**config.mk**
```make
export PLATFORM = sky130hd
export DESIGN_NAME = rffct_trigger
export DESIGN_NICKNAME = d
export VERILOG_FILES = /design/src/rffct_pkg.sv /design/src/rffct_jam_timer.sv /design/src/rffct_wb_regs.sv /design/src/rffct_trigger.sv
export SDC_FILE = /design/constraint.sdc
export NUM_CORES = 1
export LEC_CHECK = 0
export BUFFER_PORTS_ARGS = -buffer_cell sky130_fd_sc_hd__buf_2
export CAP_MARGIN = 20
export CORE_ASPECT_RATIO = 0.5
export CORE_MARGIN = 1.5
export CORE_UTILIZATION = 57
export DETAILED_ROUTE_END_ITERATION = 7
export PLACE_DENSITY = 0.89
export REMOVE_ABC_BUFFERS = 1
export SETUP_SLACK_MARGIN = 0.3
export SYNTH_ARGS = -nofsm -noshare
export SYNTH_HDL_FRONTEND = slang
export SYNTH_SLANG_ARGS = --single-unit
export TNS_END_PERCENT = 50
```
**constraint.sdc**
```tcl
create_clock -name clk_i -period 4.75 [get_ports clk_i]
set_input_delay 1.1875 -clock clk_i [delete_from_list [all_inputs] [get_ports clk_i]]
set_output_delay 1.1875 -clock clk_i [all_outputs]
set_load 0.005 [all_outputs]
```
**src/rffct_pkg.sv**
```systemverilog
// Purpose: Shared constants, field layouts and carriers of the
//          receive-FIFO flow-control trigger.
// Assumes: 10 MHz system clock, 32-bit classic Wishbone register port.
// Notes:   Register offsets are byte addresses of aligned words.
package rffct_pkg;

  // Register map
  localparam int unsigned ADR_W         = 8;
  localparam logic [7:0]  CFG_ADR       = 8'h00;
  localparam logic [7:0]  PAUSE_ADR     = 8'h04;
  localparam logic [7:0]  STAT_ADR      = 8'h08;
  localparam logic [7:0]  CNT_ADR       = 8'h0c;

  // Reset values
  localparam logic [23:0] CFG_RST       = 24'h000000;
  localparam logic [15:0] PAUSE_RST     = 16'h0000;
  localparam logic [15:0] ZERO_QUANTA   = 16'h0000;

  // Levels count in 64-byte units
  localparam int unsigned THR_SHIFT     = 6;

  // Timing
  localparam int unsigned CLK_PERIOD_NS = 100;
  localparam int unsigned CYC_PER_US    = 1000 / CLK_PERIOD_NS;
  localparam int unsigned SLOW_EXTRA_NS = 2200;
  localparam int unsigned SLOW_EXTRA_CYC =
    (SLOW_EXTRA_NS + CLK_PERIOD_NS - 1) / CLK_PERIOD_NS;
  localparam int unsigned JAM_CNT_W     = 16;
  localparam int unsigned JAM_US [16]   = '{5, 10, 15, 25, 50, 100, 150, 200,
                                            250, 300, 350, 400, 450, 500, 550, 600};

  // Configuration word, bits 23:0 of the config register
  typedef struct packed {
    logic [7:0] fifo_high_threshold;
    logic [7:0] fifo_low_threshold;
    logic [3:0] jam_duration_select;
    logic       trigger_on_group_frame;
    logic       trigger_on_broadcast;
    logic       trigger_on_own_address;
    logic       trigger_on_any_frame;
  } rffct_cfg_s;

  // Receive path events, one-cycle pulses
  typedef struct packed {
    logic frame_start;
    logic da_valid;
    logic broadcast;
    logic own_address;
    logic group_frame;
  } rffct_rx_s;

  // Pause request towards the MAC transmitter
  typedef struct packed {
    logic        req;
    logic [15:0] quanta;
  } rffct_pause_s;

  // Status word, bits 5:0 of the status register
  typedef struct packed {
    logic full_duplex;
    logic jamming;
    logic pending;
    logic paused;
    logic below_low;
    logic above_high;
  } rffct_stat_s;

  typedef enum logic {FD_IDLE, FD_PAUSED} rffct_fd_e;

  // Level in 64-byte units to bytes
  function automatic logic [15:0] rffct_thr_bytes(input logic [7:0] lvl);
    rffct_thr_bytes = 16'(lvl) << THR_SHIFT;
  endfunction

endpackage

```
**src/rffct_jam_timer.sv**
```systemverilog
// Purpose: Back pressure duration timer; holds busy for the selected time.
// Assumes: start_i is a one-cycle pulse from the same clock domain.
// Notes:   A start while busy reloads the full duration.
`timescale 1ns/100ps
`default_nettype none
module rffct_jam_timer #(
  parameter int unsigned CYC_PER_US = rffct_pkg::CYC_PER_US
) (
  // Clock and reset
  input  wire logic       clk_i,
  input  wire logic       rst_i,
  input  wire logic       ce_i,
  // Control
  input  wire logic       start_i,
  input  wire logic [3:0] code_i,
  input  wire logic       fast_i,
  // Status
  output logic            busy_o
);

  if (CYC_PER_US < 1 || CYC_PER_US * 600 + rffct_pkg::SLOW_EXTRA_CYC > 65535)
  begin : g_bad_rate
    $error("rffct_jam_timer: CYC_PER_US out of range");
  end

  typedef struct packed {
    logic                               busy;
    logic [rffct_pkg::JAM_CNT_W-1:0]    cnt;
  } rffct_jam_s;

  rffct_jam_s s;
  rffct_jam_s next_s;

  // Duration in cycles, longer at the slow link rate
  function automatic logic [rffct_pkg::JAM_CNT_W-1:0] jam_cycles(
    input logic [3:0] code, input logic fast);
    int unsigned c;
    c = rffct_pkg::JAM_US[code] * CYC_PER_US;
    if (!fast)
    begin
      c = c + rffct_pkg::SLOW_EXTRA_CYC;
    end
    jam_cycles = rffct_pkg::JAM_CNT_W'(c);
  endfunction

  // Load on start, count down to zero
  always_comb
  begin
    next_s = s;
    if (start_i)
    begin
      next_s.busy = 1'b1;
      next_s.cnt  = jam_cycles(code_i, fast_i) - 1'b1;
    end
    else if (s.busy)
    begin
      if (s.cnt == '0)
      begin
        next_s.busy = 1'b0;
      end
      else
      begin
        next_s.cnt = s.cnt - 1'b1;
      end
    end
  end

  // State register
  always_ff @(posedge clk_i)
  begin
    if (rst_i)
    begin
      s <= '0;
    end
    else if (ce_i)
    begin
      s <= next_s;
    end
  end

  assign busy_o = s.busy;

endmodule // rffct_jam_timer
`default_nettype wire

```
**src/rffct_wb_regs.sv**
```systemverilog
// Purpose: Classic Wishbone slave holding configuration and pause time.
// Assumes: Single-cycle requests held until ack; 32-bit data.
// Notes:   Ack one cycle after the request; write lands on the acked edge.
`timescale 1ns/100ps
`default_nettype none
module rffct_wb_regs (
  // Clock and reset
  input  wire logic                        clk_i,
  input  wire logic                        rst_i,
  input  wire logic                        ce_i,
  // Wishbone slave
  input  wire logic                        wb_cyc_i,
  input  wire logic                        wb_stb_i,
  input  wire logic                        wb_we_i,
  input  wire logic [rffct_pkg::ADR_W-1:0] wb_adr_i,
  input  wire logic [3:0]                  wb_sel_i,
  input  wire logic [31:0]                 wb_dat_i,
  output logic      [31:0]                 wb_dat_o,
  output logic                             wb_ack_o,
  // Block side
  input  wire logic [31:0]                 stat_i,
  input  wire logic [31:0]                 cnt_i,
  output rffct_pkg::rffct_cfg_s            cfg_o,
  output logic      [15:0]                 pause_quanta_o
);

  typedef struct packed {
    logic                  ack;
    logic [31:0]           dat;
    rffct_pkg::rffct_cfg_s cfg;
    logic [15:0]           pause;
  } rffct_regs_s;

  rffct_regs_s s;
  rffct_regs_s next_s;
  logic        req;

  // Byte-lane merge of a write
  function automatic logic [31:0] merge(input logic [31:0] old,
    input logic [31:0] wr, input logic [3:0] sel);
    logic [31:0] r;
    r = old;
    for (int i = 0; i < 4; i++)
    begin
      if (sel[i])
      begin
        r[8*i +: 8] = wr[8*i +: 8];
      end
    end
    merge = r;
  endfunction

  assign req = wb_cyc_i && wb_stb_i;

  // Decode, read capture and acked write
  always_comb
  begin
    next_s     = s;
    next_s.ack = req && !s.ack;
    if (req && !s.ack)
    begin
      case (wb_adr_i)
        rffct_pkg::CFG_ADR:   next_s.dat = {8'h00, s.cfg};
        rffct_pkg::PAUSE_ADR: next_s.dat = {16'h0000, s.pause};
        rffct_pkg::STAT_ADR:  next_s.dat = stat_i;
        rffct_pkg::CNT_ADR:   next_s.dat = cnt_i;
        default:              next_s.dat = 32'h00000000;
      endcase
    end
    if (req && s.ack && wb_we_i)
    begin
      case (wb_adr_i)
        rffct_pkg::CFG_ADR:
          next_s.cfg = 24'(merge({8'h00, s.cfg}, wb_dat_i, wb_sel_i));
        rffct_pkg::PAUSE_ADR:
          next_s.pause = 16'(merge({16'h0000, s.pause}, wb_dat_i, wb_sel_i));
        default: ;
      endcase
    end
  end

  // State register
  always_ff @(posedge clk_i)
  begin
    if (rst_i)
    begin
      s       <= '0;
      s.cfg   <= rffct_pkg::CFG_RST;
      s.pause <= rffct_pkg::PAUSE_RST;
    end
    else if (ce_i)
    begin
      s <= next_s;
    end
  end

  assign wb_ack_o       = s.ack;
  assign wb_dat_o       = s.dat;
  assign cfg_o          = s.cfg;
  assign pause_quanta_o = s.pause;

endmodule // rffct_wb_regs
`default_nettype wire

```
**src/rffct_trigger.sv**
```systemverilog
// Purpose: Automatic flow-control trigger on receive FIFO fill level.
// Assumes: Receive events, fill level, duplex and speed come from logic
//          on the same clock; the MAC acknowledges a pause request.
// Notes:   Back pressure in half duplex, pause frames in full duplex.
//
// How it works
// RL1 - Broadcast trigger plus level reached: jam on a broadcast frame.
// RL2 - Own-address trigger plus level reached: jam on a frame for us.
// RL3 - Frame-class trigger bits do nothing in full duplex.
// RL4 - Any-frame trigger: jam in half duplex, pause frame in full duplex.
// RL5 - Full-duplex flow control runs only with the any-frame trigger set.
// RL6 - Half duplex any-frame: act at next preamble, no address decoding.
// RL7 - Full duplex any-frame: request pause the moment level is reached.
// RL8 - Pause request stays pending until the MAC takes it.
// RL9 - Any-frame trigger overrides the three frame-class trigger bits.
// RL10 - High level in 64-byte units; one pause frame per crossing.
// RL11 - After a pause, send zero pause time once below low level.
// RL12 - Jam length from a 4-bit code, 5 us to 600 us, longer at 10M.
// RL13 - Group-frame trigger plus level reached: jam on a multicast frame.
// RL14 - Level comparison re-evaluated every clock cycle.
`timescale 1ns/100ps
`default_nettype none
module rffct_trigger #(
  parameter int unsigned FILL_W     = 16,
  parameter int unsigned CYC_PER_US = rffct_pkg::CYC_PER_US
) (
  // Clock, reset, enable
  input  wire logic                        clk_i,
  input  wire logic                        rst_i,
  input  wire logic                        ce_i,
  // Wishbone slave
  input  wire logic                        wb_cyc_i,
  input  wire logic                        wb_stb_i,
  input  wire logic                        wb_we_i,
  input  wire logic [rffct_pkg::ADR_W-1:0] wb_adr_i,
  input  wire logic [3:0]                  wb_sel_i,
  input  wire logic [31:0]                 wb_dat_i,
  output logic      [31:0]                 wb_dat_o,
  output logic                             wb_ack_o,
  // Receive path
  input  wire rffct_pkg::rffct_rx_s        rx_i,
  input  wire logic [FILL_W-1:0]           fifo_fill_i,
  input  wire logic                        full_duplex_i,
  input  wire logic                        speed_100_i,
  // MAC transmitter
  output rffct_pkg::rffct_pause_s          pause_o,
  input  wire logic                        pause_ack_i,
  output logic                             back_pressure_o
);

  if (FILL_W < 1 || FILL_W > 16)
  begin : g_bad_fill
    $error("rffct_trigger: FILL_W must be 1 to 16");
  end

  typedef struct packed {
    rffct_pkg::rffct_fd_e fd;
    logic                 pend;
    logic [15:0]          quanta;
    logic                 above_high;
    logic                 below_low;
    logic [7:0]           pause_cnt;
    logic [7:0]           zero_cnt;
    logic [7:0]           jam_cnt;
  } rffct_top_s;

  rffct_top_s            s;
  rffct_top_s            next_s;
  rffct_pkg::rffct_cfg_s cfg;
  rffct_pkg::rffct_stat_s stat;
  logic [15:0]           pause_quanta;
  logic [15:0]           fill;
  logic                  above_high;
  logic                  below_low;
  logic                  half;
  logic                  class_hit;
  logic                  jam_start;
  logic                  jam_busy;
  logic                  send_pause;
  logic                  send_zero;

  // Register port
  rffct_wb_regs u_regs (
    .clk_i          (clk_i),
    .rst_i          (rst_i),
    .ce_i           (ce_i),
    .wb_cyc_i       (wb_cyc_i),
    .wb_stb_i       (wb_stb_i),
    .wb_we_i        (wb_we_i),
    .wb_adr_i       (wb_adr_i),
    .wb_sel_i       (wb_sel_i),
    .wb_dat_i       (wb_dat_i),
    .wb_dat_o       (wb_dat_o),
    .wb_ack_o       (wb_ack_o),
    .stat_i         (32'(stat)),
    .cnt_i          ({8'h00, s.jam_cnt, s.zero_cnt, s.pause_cnt}),
    .cfg_o          (cfg),
    .pause_quanta_o (pause_quanta)
  );

  // Fill at or above a level given in 64-byte units
  function automatic logic level_reached(input logic [15:0] bytes, input logic [7:0] lvl);
    level_reached = bytes >= rffct_pkg::rffct_thr_bytes(lvl);
  endfunction

  // Level comparison on the live fill, every cycle
  assign fill       = 16'(fifo_fill_i);
  assign above_high = level_reached(fill, cfg.fifo_high_threshold);  // see RL10, see RL14
  assign below_low  = !level_reached(fill, cfg.fifo_low_threshold); // see RL11, see RL14
  assign half       = !full_duplex_i;

  // Frame-class match, used only without the any-frame trigger
  always_comb
  begin
    class_hit = 1'b0;
    if (rx_i.da_valid)
    begin
      class_hit = (cfg.trigger_on_broadcast   && rx_i.broadcast)    // see RL1
               || (cfg.trigger_on_own_address && rx_i.own_address)  // see RL2
               || (cfg.trigger_on_group_frame && rx_i.group_frame); // see RL13
    end
  end

  // Half-duplex jam start
  always_comb
  begin
    jam_start = 1'b0;
    if (half && above_high)
    begin
      if (cfg.trigger_on_any_frame)
      begin
        jam_start = rx_i.frame_start; // see RL4, see RL6, see RL9
      end
      else
      begin
        jam_start = class_hit; // see RL1, see RL2, see RL13
      end
    end
  end

  // Back pressure duration timer
  rffct_jam_timer #(
    .CYC_PER_US (CYC_PER_US)
  ) u_jam (
    .clk_i   (clk_i),
    .rst_i   (rst_i),
    .ce_i    (ce_i),
    .start_i (jam_start),
    .code_i  (cfg.jam_duration_select), // see RL12
    .fast_i  (speed_100_i),             // see RL12
    .busy_o  (jam_busy)
  );

  // Full-duplex pause decisions; class bits play no part here
  always_comb
  begin
    send_pause = 1'b0;
    send_zero  = 1'b0;
    case (s.fd)
      rffct_pkg::FD_IDLE:
      begin
        // Only the any-frame trigger arms full-duplex control
        send_pause = full_duplex_i && cfg.trigger_on_any_frame
                  && above_high; // see RL3, see RL4, see RL5, see RL7
      end
      rffct_pkg::FD_PAUSED:
      begin
        // Release once drained, or when control is switched off
        send_zero = full_duplex_i
                 && (below_low || !cfg.trigger_on_any_frame); // see RL11
      end
      default:
      begin
        send_pause = 1'b0;
        send_zero  = 1'b0;
      end
    endcase
  end

  // Pause state, pending request and event counters
  always_comb
  begin
    next_s            = s;
    next_s.above_high = above_high;
    next_s.below_low  = below_low;
    // MAC took the request; a new one in the same cycle wins below
    if (pause_ack_i && s.pend)
    begin
      next_s.pend = 1'b0; // see RL8
    end
    case (s.fd)
      rffct_pkg::FD_IDLE:
      begin
        if (send_pause)
        begin
          next_s.fd        = rffct_pkg::FD_PAUSED; // see RL10
          next_s.pend      = 1'b1;                 // see RL7
          next_s.quanta    = pause_quanta;         // see RL10
          next_s.pause_cnt = s.pause_cnt + 8'h01;
        end
      end
      rffct_pkg::FD_PAUSED:
      begin
        if (send_zero)
        begin
          next_s.fd       = rffct_pkg::FD_IDLE;
          next_s.pend     = 1'b1;                  // see RL11
          next_s.quanta   = rffct_pkg::ZERO_QUANTA; // see RL11
          next_s.zero_cnt = s.zero_cnt + 8'h01;
        end
        else if (half)
        begin
          // Link dropped to half duplex: pause no longer meaningful
          next_s.fd = rffct_pkg::FD_IDLE; // see RL3
        end
      end
      default:
      begin
        next_s.fd = rffct_pkg::FD_IDLE;
      end
    endcase
    if (jam_start)
    begin
      next_s.jam_cnt = s.jam_cnt + 8'h01;
    end
  end

  // State register
  always_ff @(posedge clk_i)
  begin
    if (rst_i)
    begin
      s    <= '0;
      s.fd <= rffct_pkg::FD_IDLE;
    end
    else if (ce_i)
    begin
      s <= next_s;
    end
  end

  // Status word read over the bus
  always_comb
  begin
    stat             = '0;
    stat.above_high  = s.above_high;
    stat.below_low   = s.below_low;
    stat.paused      = (s.fd == rffct_pkg::FD_PAUSED);
    stat.pending     = s.pend;
    stat.jamming     = jam_busy;
    stat.full_duplex = full_duplex_i;
  end

  // Outputs, all from flip-flops
  assign pause_o.req     = s.pend;   // see RL8
  assign pause_o.quanta  = s.quanta;
  assign back_pressure_o = jam_busy; // see RL12

endmodule // rffct_trigger
`default_nettype wire

```
Word level (Yosys, flattened, before mapping)
Memory sizes are Yosys's and may differ from the RTL's.
Cells that the tools add are included.
- register bits: 134
- bits in read-only memories: 512
- input port bits: 74
- output and inout port bits: 51
- word-level logic and storage cells: 93
- memories kept: 1
- add/sub/neg operators: 6
- $mul: 1
- $lt $le $gt $ge: 3
- equality and inequality tests: 6
- muxes and demuxes: 20
- bitwise operators: 2
- reductions and logical operators: 33
- memory list (memory ; words ; width ; read ports ; clocked after Yosys merged registers in ; write ports ; RTL line ; source):
    (no name shown) ; 16 ; 32 ; 1 ; 0 ; 0 ; rffct_jam_timer.sv:38 ; c = rffct_pkg::JAM_US[code] * CYC_PER_US;
- operators with widths (cell ; number):
    $pmux 24 s4 ; 1
    $mux 32 ; 2
    $mux 17 ; 3
    $mux 16 ; 3
    $pmux 18 s2 ; 1
    $ge 16x14->1 ; 2
    $mul 32x3->15 const B ; 1
    $sub 16x1->16 const B ; 2
    $add 8x1->8 const B ; 3
    $reduce_and 4->1 ; 5
    $mux 18 ; 1
    $add 16x5->16 const B ; 1
    $eq 8x4->1 const B ; 2
    $logic_not 16->1 ; 1
    $logic_and 1x1->1 ; 12
    $reduce_and 3->1 ; 4
    $mux 1 ; 9
    $eq 8x3->1 const B ; 1
    $logic_not 8->1 ; 1
    $ge 5x5->1 const B ; 1
    $not 4->5 ; 1
    $logic_not 1->1 ; 4
    $ne 2x2->1 const B ; 2
    $reduce_and 2->1 ; 2
    4 further kinds ; 6

Depth between registers and ports, before layout
- depth after elaboration: 10
- depth in mapped cells: 17

Hierarchy
A second synthesis with hierarchy kept.
- cell total of the unflattened synthesis: 964
- area total of the unflattened synthesis: 8526.9 µm²
- by module, submodules not included (module ; times used ; cells each ; area each (µm²) ; seq. area each (µm²)):
    rffct_wb_regs ; 1 ; 323 ; 3419.5 ; 1461.4
    rffct_jam_timer ; 1 ; 345 ; 2596.2 ; 340.3
    rffct_trigger ; 1 ; 296 ; 2511.2 ; 880.8

Worst setup path before layout
No wires, ideal clock.
- kind: reg-to-reg
- start: reg, netlist name u_regs.cfg_o[4]
- end: reg u_jam.s[10] in the netlist's numbering
- arrival time: 4079 ps
- data required time: 4649 ps
- setup slack: 570 ps
- cell stages (with the launch flop): 17
- buffers on the path: 0
- period minus slack after synthesis: 4180 ps
- cells stage by stage: dfxtp_1 inv_1 ha_1 or3_1 nand2_1 inv_1 ha_1 ha_1 inv_1 fa_1 nor3_1 o21ai_0 xnor2_1 a2111oi_4 mux2i_1 xnor2_1 o41ai_1
- cells in the longest elaborated chain, start to end: 10
- ends and longest elaborated chain (what ; RTL line ; source):
    $not 4->5 (not written as such) (*) ; rffct_jam_timer.sv:38 ;
    $mem_v2 16x32 (*) ; -- ;
    $mux 32 (not written as such) (*) (2 in series) ; rffct_jam_timer.sv:38 ;
    $mul 32x3->15 (*) ; rffct_jam_timer.sv:38 ;
    $add 16x5->16 ; rffct_jam_timer.sv:41 ; c = c + rffct_pkg::SLOW_EXTRA_CYC;
    $mux 16 (*) ; rffct_jam_timer.sv:39 ; if (!fast)
    $mux 16 (*) ; rffct_jam_timer.sv:50 ; if (start_i)
    $sub 16x1->16 (*) ; rffct_jam_timer.sv:53 ; next_s.cnt = jam_cycles(code_i, fast_i) - 1'b1;
    $mux 17 (*) ; rffct_jam_timer.sv:50 ;
    end signal: assignment ; rffct_jam_timer.sv:77 ; s <= next_s;
    end: declaration ; rffct_jam_timer.sv:31 ; rffct_jam_s s;
Mark *: on every way between the ends. The rest lies on a longest branch, timed or not. The select of a mux whose other input is x is not followed.
A chain may end at the register's enable or synchronous reset.

Worst setup path after layout
- start: reg, netlist name u_regs.cfg_o[5]
- end: reg u_jam.s[9] in the netlist's numbering
- cells in the longest elaborated chain, start to end: 10
- ends and longest elaborated chain (what ; RTL line):
    $not 4->5 (not written as such) (*) ; rffct_jam_timer.sv:38
    $mem_v2 16x32 (*) ; --
    $mux 32 (not written as such) (*) (2 in series) ; rffct_jam_timer.sv:38
    $mul 32x3->15 (*) ; rffct_jam_timer.sv:38
    $add 16x5->16 ; rffct_jam_timer.sv:41
    $mux 16 (*) ; rffct_jam_timer.sv:39
    $mux 16 (*) ; rffct_jam_timer.sv:50
    $sub 16x1->16 (*) ; rffct_jam_timer.sv:53
    $mux 17 (*) ; rffct_jam_timer.sv:50
Marked as above.

==> out/results.txt <==
status: finished with violations
failing checks: DRC
dpl hpwl: 14.5 mm
largest net degree at the start of global routing: 63
Hold/Removal Path Class: reg -> reg
final worst-path cycle share: 89.7%
Startpoint Class: flop
Setup TNS: 0 ns
gr ovfl total: 0
placed insts: 1151
Seq/Total Area, Yosys: 33.1%
Routed Antenna Nets: 0
Core Region: 12800 sq um
Slowest-stage cell, CP: fa_2
total number of H-tree levels: 4
post-route minimum period: 4.26 ns
nets@finish: 1121
Largest delay share family, worst path: adder cells
Avg Vias per Cell: 6.35
DRC violations left: 9
worst-margin pin slew: 1.05 ns
CP required: 5.03 ns
Crit Path Max Fanout: 6
Post-Syn Area: 7630 sq um
first-pass GRT wire length: 35.0 mm
CTS tree: yes
DR iter-0 viols: 824
max_slew headroom: 29.9%
total track usage: 30.6%
top cell type's share of synthesized area: 33.1%
layout cells sized above 1: 19.2%
Avg Inst Size Synth: 8.21 sq um
clock root buffer: clkbuf_16
Port Buffers: 107
antenna diode count: 0
Hold Violations, Final: 0
Max-cap violations: 0
Mapped Cells: 929
height of the die: 84.8 microns
Post-synth ARST share: 0%
Layout Skew: 0.0149 ns
critical path arrival: 4.54 ns
critical path buffer and inverter count: 3
Rows: 29
predominant post-synthesis flop cell: dfxtp_1
RSZ-0062 raised after global routing: no
Peak VDD IR: 0.000238 V
Cell variety after synth: 81
Synth Warn #: 0
clk buf depth: 2
Avg WL per Cell: 18.1 microns
# clock sinks: 126
CP Capture Type: flop
CTS clock-pin slew for the worst setup and hold paths: 0.06 ns
via count: 7536
fin cells: 1186
EDFF count, synth: 0
Synth area leader: dfxtp_1
area grow syn2layout: 15.3%
Synth area leaders: dfxtp_1 33%, ha_1 7.1%, nor2_1 5.4%, mux2i_1 4.3%, a21oi_1 4.3%
Leak Pwr: 3.60 nW
vias in the first global route: 7336
worst-skew pair later-pin latency: 0.43 ns
Slew Viols, Final: 0
antenna violations before repair: 0
Setup Viol. Count Final: 0
gpl congestion: 0.921
initial core utilization: 59.4%
chip width: 167 microns
Max Clk Rate: 235 MHz
I/O pins: 125
CTS buffer count: 17
Die ar.: 14100 sq um
CP Class: reg -> reg
FF+latch count, synth: 126
critical path, cell by cell: inv_1, ha_1, or3_4, nand2_2, inv_1, ha_1, ha_1, inv_1, fa_2, and2_1, o2111ai_1, a21o_1, a2111o_1, or4_4, o211ai_1, a211oi_1
Power Dens Cells: 288 nW/um^2
final WL: 21.5 mm
Slowest Stage Delay on Critical Path: 0.64 ns
drt first pass iters: 8
-- cell usage after synthesis, types with 3 or more instances --
library cell  number
dfxtp_1          126
nor2_1           110
nand2_1           80
a21oi_1           65
clkbuf_1          44
ha_1              43
inv_1             39
nand3_1           39
o21ai_0           39
mux2i_1           33
buf_4             25
a22oi_1           24
xnor2_1           21
xor2_1            19
nor3_1            18
a22o_1            16
nand4_1           16
nor4_1            14
and3_1            10
or3_1             10
a211oi_1           7
a21o_1             7
a31oi_1            7
nor2b_1            7
and2_1             6
nand2b_1           6
o211ai_1           6
a222oi_1           5
buf_2              5
mux2_2             5
o32ai_1            4
o41ai_1            4
a211o_1            3
and4_1             3
o2111ai_1          3
or2_1              3
-- sequential cells by signal, indices dropped and copies added (netlist names) --
name / cells
u_regs.cfg_o: 24
pause_o: 17
u_regs.wb_dat_o: 24
u_jam.busy_o: 1
u_regs.wb_ack_o: 1
u_jam.s: 16
u_regs.pause_quanta_o: 16
s: 27
-- placed cells by master (no fill, tap or decap), types with 7 or more instances in the layout --
| master | Yosys | final |
|---|---|---|
| dfxtp_1 | 126 | 124 |
| nor2_1 | 110 | 109 |
| buf_2 | 5 | 107 |
| nand2_1 | 80 | 79 |
| a21oi_1 | 65 | 65 |
| ha_1 | 43 | 43 |
| inv_1 | 39 | 39 |
| o21ai_0 | 39 | 39 |
| nand3_1 | 39 | 39 |
| mux2i_1 | 33 | 33 |
| a22oi_1 | 24 | 24 |
| xnor2_1 | 21 | 20 |
| xor2_1 | 19 | 17 |
| clkbuf_16 | 0 | 17 |
| nand4_1 | 16 | 16 |
| nor3_1 | 18 | 16 |
| a22o_1 | 16 | 16 |
| buf_4 | 25 | 16 |
| nor4_1 | 14 | 12 |
| and3_1 | 10 | 10 |
| or3_1 | 10 | 9 |
| conb_1 | 1 | 8 |
| a31oi_1 | 7 | 7 |
| nor2b_1 | 7 | 7 |
| a21o_1 | 7 | 7 |
| a211oi_1 | 7 | 7 |
-- worst reg2reg max path, delay by kind of cell (launching register included) --
kind,cells,cell delay [ns]
adders and majority gates,4,1.37
and+or+nand+nor,4,1.13
AOI/OAI and AO/OA,5,1.08
DFF,1,0.34
buffers and inverters,3,0.19
-- layer usage --
metal,vias up,global-route usage (%),routed length [microns]
met5,-,0,0
met4,0,16.6,792
met3,84,7.83,1750
met2,409,52.9,10200
met1,3564,35.2,8740
li1,3479,-,-
-- power breakdown --
group / internal (mW) / switching, mW
combinational: 0.0434 / 0.0783
sequential: 1.06 / 0.000769
clock: 0.791 / 0.561
total: 1.89 / 0.640
-- metrics by stage --
stage | util, % | setup WS, ns | power, mW | hold WS (ns) | area, sq um
global route | 68.5 | 0.275 | 2.58 | 0.483 | 8790
detailed placement | 63.2 | 0.393 | 1.20 | 0.461 | 8120
finish | 68.5 | 0.492 | 2.53 | 0.472 | 8790
CTS | 67.9 | 0.312 | 2.52 | 0.475 | 8720
global placement | 63.2 | 0.501 | 1.19 | 0.455 | 8120
floorplan | - | 0.353 | 1.12 | 0.442 | 7260
-- final cells by class --
| class | count | area, sq um |
|---|---|---|
| clock buffer | 17 | 425 |
| clock inverter | 15 | 174 |
| fill | 956 | 4050 |
| inverter | 39 | 146 |
| multi-input combinational | 696 | 4660 |
| sequential | 126 | 2520 |
| tap | 170 | 213 |
| timing repair buffer | 123 | 656 |
-- logic make-up (layout without fill, tap and decap cells) --
logic type / after synthesis / count (layout) / synth area share, %
AND/OR/NAND/NOR: 346 / 346 / 22.5
XOR/XNOR: 40 / 40 / 4.59
buffers and inverters: 114 / 194 / 7.02
multiplexers: 40 / 40 / 5.66
adder cells (fa/ha/maj): 44 / 44 / 7.32
flip-flops: 126 / 126 / 33.1
other: 1 / 8 / 0.0492
AO/OA/AOI/OAI: 218 / 218 / 19.8
-- worst paths after layout --
| path | slack (ns) | to | depth (start not counted) | start |
|---|---|---|---|---|
| min | 0.47 | u_regs.cfg_o[12]$_SDFFE_PP0P_ | 2 | u_regs.cfg_o[12]$_SDFFE_PP0P_ |
| min reg2reg | 0.47 | u_regs.cfg_o[12]$_SDFFE_PP0P_ | 2 | u_regs.cfg_o[12]$_SDFFE_PP0P_ |
| max reg2reg | 0.49 | u_jam.s[9]$_SDFFE_PP0P_ | 16 | u_regs.cfg_o[5]$_SDFFE_PP0P_ |
| max | 0.49 | u_jam.s[9]$_SDFFE_PP0P_ | 16 | u_regs.cfg_o[5]$_SDFFE_PP0P_ |
-- repair_timing --
item / in CTS / in global routing
hold buffers: 0 / 0
gates resized for setup: 0 / 13
buffers inserted: 0 / 2
endpoints found under the setup margin: 0 / 9
hold endpoints to repair: 0 / 0
Power figures use the tool's default switching activity.
